File: config.mk
export PLATFORM = sky130hd
export DESIGN_NAME = asr_regs
export DESIGN_NICKNAME = d
export VERILOG_FILES = /design/src/asr_pkg.sv /design/src/asr_debounce.sv /design/src/asr_regs.sv
export VERILOG_INCLUDE_DIRS = /design/src
export SDC_FILE = /design/constraint.sdc
export NUM_CORES = 1
export LEC_CHECK = 0
export ABC_AREA = 0
export BUFFER_PORTS_ARGS = -buffer_cell sky130_fd_sc_hd__buf_2
export CAP_MARGIN = 10
export CORE_ASPECT_RATIO = 1.4
export CORE_UTILIZATION = 30
export CTS_BUF_LIST = sky130_fd_sc_hd__clkbuf_2 sky130_fd_sc_hd__clkbuf_4 sky130_fd_sc_hd__clkbuf_8
export DETAILED_ROUTE_END_ITERATION = 12
export PLACE_DENSITY_LB_ADDON = 0.15
export SYNTH_ARGS = -nofsm -noshare
export SYNTH_HDL_FRONTEND = slang
export SYNTH_HIERARCHICAL = 1
export SYNTH_SLANG_ARGS = --single-unit
export TNS_END_PERCENT = 100
File: constraint.sdc
create_clock -name aclk -period 3.13 [get_ports aclk]
set_clock_uncertainty 0.1 [all_clocks]
set_input_delay 0.313 -clock aclk [delete_from_list [all_inputs] [get_ports aclk]]
set_output_delay 0.313 -clock aclk [all_outputs]
set_load 0.1 [all_outputs]
File: src/asr_cfg.svh
// register map, reset values and timing counts of the pll status block
// ---------------------------------------------------------------
// Contract
// - bit 7: calibration failed flag
// - bit 6: calibration done flag
// - bits 5:0: calibration chosen band
// - live bit 0: loop locked
// - live bit 2: control railed high
// - live bit 1: control railed low
// - event bit 2 sticky on rail high
// - event bit 1 sticky on rail low
// - event bit 0 sticky on lock loss
// - events clear only by writing one
// - 4-bit lock loss tally, saturating
// - tally write loads written value
// - single shot mode holds lock indication
// - detector disable forces lock indication
// - lock debounce none/570/5700/57000 cycles
// ---------------------------------------------------------------
`ifndef ASR_CFG_SVH
`define ASR_CFG_SVH

// ---------------------------------------------------------------
// byte offsets
// ---------------------------------------------------------------
`define ASR_OFS_CAL      8'h00
`define ASR_OFS_LIVE     8'h04
`define ASR_OFS_EVENT    8'h08
`define ASR_OFS_TALLY    8'h0C
`define ASR_OFS_CTRL     8'h10
`define ASR_OFS_MASK     8'h14

// ---------------------------------------------------------------
// field positions
// ---------------------------------------------------------------
`define ASR_CAL_FAIL_BIT 7
`define ASR_CAL_DONE_BIT 6
`define ASR_CAL_BAND_MSB 5
`define ASR_LOCK_BIT     0
`define ASR_RAIL_LO_BIT  1
`define ASR_RAIL_HI_BIT  2
`define ASR_TALLY_MSB    3
`define ASR_CTRL_DIS_BIT 0
`define ASR_CTRL_ONE_BIT 1
`define ASR_CTRL_DB_LSB  2

// ---------------------------------------------------------------
// reset values
// ---------------------------------------------------------------
`define ASR_RST_STATUS   8'h00
`define ASR_RST_TALLY    4'h0
`define ASR_RST_MASK     3'h0
`define ASR_RST_CTRL     4'h8
`define ASR_TALLY_MAX    4'hF

// ---------------------------------------------------------------
// debounce lengths in system clock cycles
// ---------------------------------------------------------------
`define ASR_DB_SHORT     570
`define ASR_DB_MID       5700
`define ASR_DB_LONG      57000

// ---------------------------------------------------------------
// bus responses
// ---------------------------------------------------------------
`define ASR_RESP_OKAY    2'h0
`define ASR_RESP_SLVERR  2'h2

`endif

File: src/asr_pkg.sv
// types shared by the pll status block
package asr_pkg;

    // ---------------------------------------------------------------
    // debounce length select
    // ---------------------------------------------------------------
    typedef enum logic [1:0] {
        ASR_DB_NONE,
        ASR_DB_SHORT_SEL,
        ASR_DB_MID_SEL,
        ASR_DB_LONG_SEL
    } asr_db_sel_e;

    typedef logic [15:0] asr_db_cnt_t;

endpackage

File: src/asr_debounce.sv
// lock indication debouncer with selectable settle length
`timescale 1ns/1ns
`include "asr_cfg.svh"

module asr_debounce
    import asr_pkg::*;
#(
    parameter int SHORT_CNT = `ASR_DB_SHORT,
    parameter int MID_CNT   = `ASR_DB_MID,
    parameter int LONG_CNT  = `ASR_DB_LONG
)
(
    // clock and reset
    input  wire logic        aclk,
    input  wire logic        aresetn,
    input  wire logic        ce,
    // control
    input  wire asr_db_sel_e sel,
    // level in and out
    input  wire logic        level_in,
    output logic             level_out
);

    // ---------------------------------------------------------------
    // settle counter
    // ---------------------------------------------------------------
    asr_db_cnt_t cnt_r;
    asr_db_cnt_t limit_w;
    logic        out_r;
    wire         differ_w = level_in != out_r;
    wire         settle_w = (sel == ASR_DB_NONE) || (cnt_r >= limit_w - 16'h0001);

    assign limit_w = (sel == ASR_DB_SHORT_SEL) ? 16'(SHORT_CNT) :
                     (sel == ASR_DB_MID_SEL)   ? 16'(MID_CNT)   :
                     (sel == ASR_DB_LONG_SEL)  ? 16'(LONG_CNT)  : 16'h0001;
    assign level_out = out_r;

    always_ff @(posedge aclk)
    begin
        if (!aresetn)
        begin
            cnt_r <= 16'h0000;
            out_r <= 1'b0;
        end
        else if (ce)
        begin
            if (!differ_w || settle_w)
                cnt_r <= 16'h0000;
            else
                cnt_r <= cnt_r + 16'h0001;
            if (differ_w && settle_w)
                out_r <= level_in;
        end
    end
endmodule

File: src/asr_regs.sv
// pll status, event flags and lock loss tally behind an axi4-lite slave
//
// The address map and the AXI4-Lite register port were decided locally.
`timescale 1ns/1ns
`include "asr_cfg.svh"

module asr_regs
    import asr_pkg::*;
#(
    parameter int ADDR_W   = 8,
    parameter int MID_CNT  = `ASR_DB_MID,
    parameter int LONG_CNT = `ASR_DB_LONG
)
(
    // clock and reset
    input  wire logic              aclk,
    input  wire logic              aresetn,
    input  wire logic              ce,
    // pll lock detector pins
    input  wire logic              lock_raw,
    input  wire logic              rail_high_raw,
    input  wire logic              rail_low_raw,
    // calibration engine
    input  wire logic              cal_done,
    input  wire logic              cal_fail,
    input  wire logic [5:0]        cal_band,
    // axi4-lite write address
    input  wire logic [ADDR_W-1:0] awaddr,
    input  wire logic [2:0]        awprot,
    input  wire logic              awvalid,
    output logic                   awready,
    // axi4-lite write data
    input  wire logic [31:0]       wdata,
    input  wire logic [3:0]        wstrb,
    input  wire logic              wvalid,
    output logic                   wready,
    // axi4-lite write response
    output logic [1:0]             bresp,
    output logic                   bvalid,
    input  wire logic              bready,
    // axi4-lite read address
    input  wire logic [ADDR_W-1:0] araddr,
    input  wire logic [2:0]        arprot,
    input  wire logic              arvalid,
    output logic                   arready,
    // axi4-lite read data
    output logic [31:0]            rdata,
    output logic [1:0]             rresp,
    output logic                   rvalid,
    input  wire logic              rready,
    // interrupt and lock indication
    output logic                   irq,
    output logic                   lock_out
);

    // ---------------------------------------------------------------
    // pin synchronisers
    // ---------------------------------------------------------------
    wire  [2:0] pin_w = {rail_high_raw, rail_low_raw, lock_raw};
    logic [2:0] s1_r;
    logic [2:0] s2_r;
    logic [2:0] s3_r;
    logic [2:0] flt_r;

    genvar gi;
    generate
        for (gi = 0; gi < 3; gi++)
        begin : g_sync
            always_ff @(posedge aclk)
            begin
                if (!aresetn)
                begin
                    s1_r[gi]  <= 1'b0;
                    s2_r[gi]  <= 1'b0;
                    s3_r[gi]  <= 1'b0;
                    flt_r[gi] <= 1'b0;
                end
                else if (ce)
                begin
                    s1_r[gi] <= pin_w[gi];
                    s2_r[gi] <= s1_r[gi];
                    s3_r[gi] <= s2_r[gi];
                    if (s2_r[gi] == s3_r[gi])
                        flt_r[gi] <= s3_r[gi];
                end
            end
        end
    endgenerate

    wire lock_sync_w = flt_r[0];
    wire rail_lo_w   = flt_r[1];
    wire rail_hi_w   = flt_r[2];

    // ---------------------------------------------------------------
    // registers
    // ---------------------------------------------------------------
    logic [7:0] cal_r;
    logic [2:0] live_r;
    logic [2:0] ev_r;
    logic [3:0] tally_r;
    logic [3:0] ctrl_r;
    logic [2:0] mask_r;
    logic       once_r;
    logic       irq_r;

    wire         det_dis_w   = ctrl_r[`ASR_CTRL_DIS_BIT];
    wire         one_shot_w  = ctrl_r[`ASR_CTRL_ONE_BIT];
    asr_db_sel_e lock_debounce_select;
    assign lock_debounce_select = asr_db_sel_e'(ctrl_r[`ASR_CTRL_DB_LSB +: 2]);
    wire         single_shot_lock_select = one_shot_w;

    // ---------------------------------------------------------------
    // lock indication path
    // ---------------------------------------------------------------
    logic lock_db_w;

    asr_debounce #(
        .SHORT_CNT (`ASR_DB_SHORT),
        .MID_CNT   (MID_CNT),
        .LONG_CNT  (LONG_CNT)
    ) u_debounce (
        .aclk      (aclk),
        .aresetn   (aresetn),
        .ce        (ce),
        .sel       (lock_debounce_select),
        .level_in  (lock_sync_w),
        .level_out (lock_db_w)
    );

    wire lock_ind_w  = det_dis_w | lock_db_w | (single_shot_lock_select & once_r);
    wire lock_fall_w = live_r[`ASR_LOCK_BIT] & ~lock_ind_w;
    wire [2:0] ev_set_w = {rail_hi_w, rail_lo_w, lock_fall_w};

    // ---------------------------------------------------------------
    // axi4-lite handshakes
    // ---------------------------------------------------------------
    logic              aw_got_r;
    logic              w_got_r;
    logic [ADDR_W-1:0] awaddr_r;
    logic [31:0]       wdata_r;
    logic [3:0]        wstrb_r;
    logic              awready_r;
    logic              wready_r;
    logic              bvalid_r;
    logic [1:0]        bresp_r;
    logic              arready_r;
    logic              rvalid_r;
    logic [31:0]       rdata_r;
    logic [1:0]        rresp_r;

    wire aw_hs_w    = awvalid & awready_r;
    wire w_hs_w     = wvalid & wready_r;
    wire b_done_w   = bvalid_r & bready;
    wire wr_go_w    = aw_got_r & w_got_r & ~bvalid_r;
    wire aw_got_nxt = (aw_got_r | aw_hs_w) & ~b_done_w;
    wire w_got_nxt  = (w_got_r | w_hs_w) & ~b_done_w;
    wire ar_hs_w    = arvalid & arready_r;
    wire rvalid_nxt = ar_hs_w | (rvalid_r & ~rready);

    // ---------------------------------------------------------------
    // decode
    // ---------------------------------------------------------------
    wire [7:0] wa_w = {awaddr_r[7:2], 2'b00};
    wire [7:0] ra_w = {araddr[7:2], 2'b00};
    wire       lo_w = wstrb_r[0];
    wire wr_ev_w    = wr_go_w && lo_w && wa_w == `ASR_OFS_EVENT;
    wire wr_tally_w = wr_go_w && lo_w && wa_w == `ASR_OFS_TALLY;
    wire wr_ctrl_w  = wr_go_w && lo_w && wa_w == `ASR_OFS_CTRL;
    wire wr_mask_w  = wr_go_w && lo_w && wa_w == `ASR_OFS_MASK;
    wire wr_hit_w   = wa_w == `ASR_OFS_CAL || wa_w == `ASR_OFS_LIVE ||
                      wa_w == `ASR_OFS_EVENT || wa_w == `ASR_OFS_TALLY ||
                      wa_w == `ASR_OFS_CTRL || wa_w == `ASR_OFS_MASK;
    wire [2:0] ev_clr_w = wr_ev_w ? wdata_r[2:0] : 3'h0;
    wire [2:0] ev_nxt   = (ev_r & ~ev_clr_w) | ev_set_w;
    wire [3:0] tally_nxt = wr_tally_w ? wdata_r[3:0] :
                           (lock_fall_w && tally_r != `ASR_TALLY_MAX) ?
                           tally_r + 4'h1 : tally_r;

    wire rd_hit_w = ra_w == `ASR_OFS_CAL || ra_w == `ASR_OFS_LIVE ||
                    ra_w == `ASR_OFS_EVENT || ra_w == `ASR_OFS_TALLY ||
                    ra_w == `ASR_OFS_CTRL || ra_w == `ASR_OFS_MASK;
    wire [7:0] rd_mux_w =
        (ra_w == `ASR_OFS_CAL)   ? cal_r :
        (ra_w == `ASR_OFS_LIVE)  ? {5'h00, live_r} :
        (ra_w == `ASR_OFS_EVENT) ? {5'h00, ev_r} :
        (ra_w == `ASR_OFS_TALLY) ? {4'h0, tally_r} :
        (ra_w == `ASR_OFS_CTRL)  ? {4'h0, ctrl_r} :
        (ra_w == `ASR_OFS_MASK)  ? {5'h00, mask_r} : 8'h00;

    // ---------------------------------------------------------------
    // bus state
    // ---------------------------------------------------------------
    always_ff @(posedge aclk)
    begin
        if (!aresetn)
        begin
            aw_got_r  <= 1'b0;
            w_got_r   <= 1'b0;
            awaddr_r  <= '0;
            wdata_r   <= 32'h0000_0000;
            wstrb_r   <= 4'h0;
            awready_r <= 1'b0;
            wready_r  <= 1'b0;
            bvalid_r  <= 1'b0;
            bresp_r   <= `ASR_RESP_OKAY;
        end
        else if (ce)
        begin
            aw_got_r  <= aw_got_nxt;
            w_got_r   <= w_got_nxt;
            awready_r <= ~aw_got_nxt;
            wready_r  <= ~w_got_nxt;
            if (aw_hs_w)
                awaddr_r <= awaddr;
            if (w_hs_w)
            begin
                wdata_r <= wdata;
                wstrb_r <= wstrb;
            end
            if (wr_go_w)
            begin
                bvalid_r <= 1'b1;
                bresp_r  <= wr_hit_w ? `ASR_RESP_OKAY : `ASR_RESP_SLVERR;
            end
            else if (b_done_w)
                bvalid_r <= 1'b0;
        end
    end

    always_ff @(posedge aclk)
    begin
        if (!aresetn)
        begin
            arready_r <= 1'b0;
            rvalid_r  <= 1'b0;
            rdata_r   <= 32'h0000_0000;
            rresp_r   <= `ASR_RESP_OKAY;
        end
        else if (ce)
        begin
            arready_r <= ~rvalid_nxt;
            rvalid_r  <= rvalid_nxt;
            if (ar_hs_w)
            begin
                rdata_r <= {24'h000000, rd_mux_w};
                rresp_r <= rd_hit_w ? `ASR_RESP_OKAY : `ASR_RESP_SLVERR;
            end
        end
    end

    // ---------------------------------------------------------------
    // status, events, tally
    // ---------------------------------------------------------------
    always_ff @(posedge aclk)
    begin
        if (!aresetn)
        begin
            cal_r   <= `ASR_RST_STATUS;
            live_r  <= 3'h0;
            ev_r    <= 3'h0;
            tally_r <= `ASR_RST_TALLY;
            ctrl_r  <= `ASR_RST_CTRL;
            mask_r  <= `ASR_RST_MASK;
            once_r  <= 1'b0;
            irq_r   <= 1'b0;
        end
        else if (ce)
        begin
            cal_r   <= {cal_fail, cal_done, cal_band};
            live_r  <= {rail_hi_w, rail_lo_w, lock_ind_w};
            ev_r    <= ev_nxt;
            tally_r <= tally_nxt;
            once_r  <= single_shot_lock_select & (once_r | lock_db_w);
            irq_r   <= |(ev_nxt & mask_r);
            if (wr_ctrl_w)
                ctrl_r <= wdata_r[3:0];
            if (wr_mask_w)
                mask_r <= wdata_r[2:0];
        end
    end

    assign awready  = awready_r;
    assign wready   = wready_r;
    assign bvalid   = bvalid_r;
    assign bresp    = bresp_r;
    assign arready  = arready_r;
    assign rvalid   = rvalid_r;
    assign rdata    = rdata_r;
    assign rresp    = rresp_r;
    assign irq      = irq_r;
    assign lock_out = live_r[`ASR_LOCK_BIT];
endmodule

==> results.toml <==
[run_status]
status = "finished, final reports clean"

[final_layout]
nets = 631
synthToLayoutAreaGrowth_pct = 12.1
final_cell_mix = "84 x dfxtp_1, 69 x nor2_1, 52 x buf_2"
final_common_cell = "dfxtp_1"
drive_gt1_share_pct = 16.8
diodes = 0
design_area_um2 = 4900

[floorplanning]
core_um2 = 14100
io_pins = 120
die_height_um = 145
die_w_um = 104
num_rows = 51
start_util_pct = 31.0
die_area_um2 = 15100

[sta]
worst_slew_pin_slew_ns = 0.944
finalSetupViolCount = 0
fin_crit_sh_pct = 77.3
final_max_slew_viol_count = 0
maxSlewHeadroom_pct = 36.9
fmax_ghz = 0.413
hold_viol_final = 0
fin_setup_tns_ns = 0
rsz0062_at_grt = "false"
fin_crit_ns = 2.42

[critical_path]
arrival_ns = 2.61
startpoint_type = "flip-flop"
r2r_start = "ctrl_r[3]"
crit_fanout = 13
critPathRequiredTime_ns = 3.32
crit_end = "u_debounce/cnt_r[3]"
startpoint = "ctrl_r[3]"
r2r_cells = 7
r2r_setup_slack_ns = 0.71
timing.rr.end = "u_debounce/cnt_r[3]"
path_class = "flip-flop to flip-flop"
crit_path_end_kind = "flip-flop"

[placement]
dpl.hpwl_um = 7360
numPortBuffers = 52
gp_congestion = 0.735
placed_cell_area_um2 = 4690

[hold_path]
hp-class = "input pin to flip-flop"

[yosys]
ys_types = 59
yosys.area.top_type = "dfxtp_1"
ys_warn_count = 6
async_reset_ff_share_pct = 0
synth_seq_area_share_pct = 38.4
ys.flop_type = "dfxtp_1"
syn_area_um2 = 4370
yosysTopAreaCellShare_pct = 38.4
avgSynthCellArea_um2 = 8.93
synth_edf_count = 0
netlist_instances = 490
synth_seq_cells = 84
synthTopCellsByArea = "dfxtp_1 38%, mux2i_1 11%, nor2_1 5.9%"

[clock_tree]
cts.sinks = 84
worstSkewPairLatency_ns = 0.36
post_cts_buffers = 0
cts-resized-gates = 0
htreeDepth = 3
root_buffer = "clkbuf_8"
cts_buffers = 9
cts_max_path_buffers = 2
cts_tree = "built"
hold_buffers = 0
cts.reportedPaths.clkPinSlew_ns = 0.10

[pwr]
vdd_ir_drop_max_mv = 0.192
powerDensity_nw_per_um2 = 464
leakagePower_uw = 0.00213

[route]
remaining_drc_errors = 0
vias = 3474
viasPerCell = 4.79
wl_per_cell_um = 13.9
firstDrtPassIters = 4
drt_wl_total_um = 10100
drt-initial-drc-count = 120
ant_nets = 0

[global_route]
grt_pass1_wl_um = 16000
antenna_found_initial = 0
grt_max_degree = 55
globalRouteOverflowTotal = 0
grt_use_total_pct = 13.5
grt_pass1_vias = 3198

[job]
drv_cap = 0
-- worst min path at each step --
stage	start	end	slack (ns)	cells past startpoint
finish	cal_fail	cal_r[7]	0.08	3
global route	awaddr[6]	awaddr_r[6]	0.08	3
CTS	awaddr[6]	awaddr_r[6]	0.07	3
detailed placement	s3_r[1]	rail_lo_w	0.36	2
global placement	s3_r[0]	lock_sync_w	0.34	2
floorplan	s3_r[0]	lock_sync_w	0.34	2
-- cells by family after synthesis --
group | count (synthesis) | synth area share (%)
XOR/XNOR | 13 | 2.60
adder cells (fa/ha/maj) | 18 | 5.15
AO/OA/AOI/OAI | 89 | 13.3
multiplexers | 48 | 11.4
buffers and inverters | 58 | 7.64
other | 2 | 0.172
flip-flops | 84 | 38.4
AND/OR/NAND/NOR | 178 | 21.3
-- cell usage after synthesis, types with 2 or more instances --
library cell and n:
o21ai_0 19, mux2i_1 46, a211oi_1 3, xor2_1 8, o22ai_1 2, a21oi_1 31
buf_4 27, o32ai_1 4, nor4_2 2, nand2_1 36, nand3_2 2, nand3_1 12
nor2b_1 11, conb_1 2, o211ai_1 5, nor3_1 5, o221ai_1 2, nand4_1 9
a21o_1 3, nor2_1 69, nand2b_1 6, ha_1 18, o21a_1 4, and3_1 7
inv_1 12, and4_1 3, dfxtp_1 84, a22oi_1 7, buf_2 6, or2_2 2
xnor2_1 5, clkbuf_1 11
-- critical path, cell delays in order (launching register included) --
cell      delay [ns]
dfxtp_1         0.50
nand2_1         0.22
ha_1            0.37
and4_1          0.19
and3_4          0.20
a221oi_4        0.27
nand3_2         0.31
a21oi_1         0.20
-- flip-flops by register name, summed over array words and instances, names as in the netlist, 3 cells and up --
register	count
u_debounce/cnt_r	16
cal_r	8
rdata	8
awaddr_r	6
ctrl_r	4
tally_r	4
wdata_r	4
ev_r	3
live_r	3
mask_r	3
s1_r	3
s2_r	3
s3_r	3
-- report_power, final --
group | switching (µW) | total, µW | internal [µW] | leakage (µW)
Sequential | 22.0 | 1110 | 1090 | 0.000682
Clock | 429 | 827 | 398 | 0.0000995
Combinational | 271 | 335 | 64.2 | 0.00135
-- layout make-up --
| cell class | count | area, µm² |
|---|---|---|
| fillers | 1493 | 9200 |
| multi-input cells | 374 | 2460 |
| flip-flops and latches | 84 | 1680 |
| repair buffers | 54 | 275 |
| well taps | 185 | 231 |
| clock buffers | 10 | 138 |
| clock inverters | 6 | 71.3 |
| inverters | 13 | 48.8 |
-- through the flow --
stage,hold slack (ns),cells,utilization (%),setup slack [ns],total power [µW]
2_1_floorplan,0.336,516,-,0.667,1440
3_3_place_gp,0.342,710,33.3,0.696,1470
3_5_place_dp,0.356,710,33.3,0.681,1480
4_1_cts,0.0662,726,34.8,0.647,2310
5_1_grt,0.0796,726,34.8,0.484,2370
6_report,0.0797,726,34.8,0.711,2280
-- layer usage --
metal,GRT usage [%],up-vias,part of all wire [%]
met2,25.4,40,52
met1,15.4,1648,44
met4,5.64,0,1.6
met5,0,-,0
met3,1.66,10,1.7
li1,-,1776,-
No activity file was read; power rests on OpenSTA's default activity.
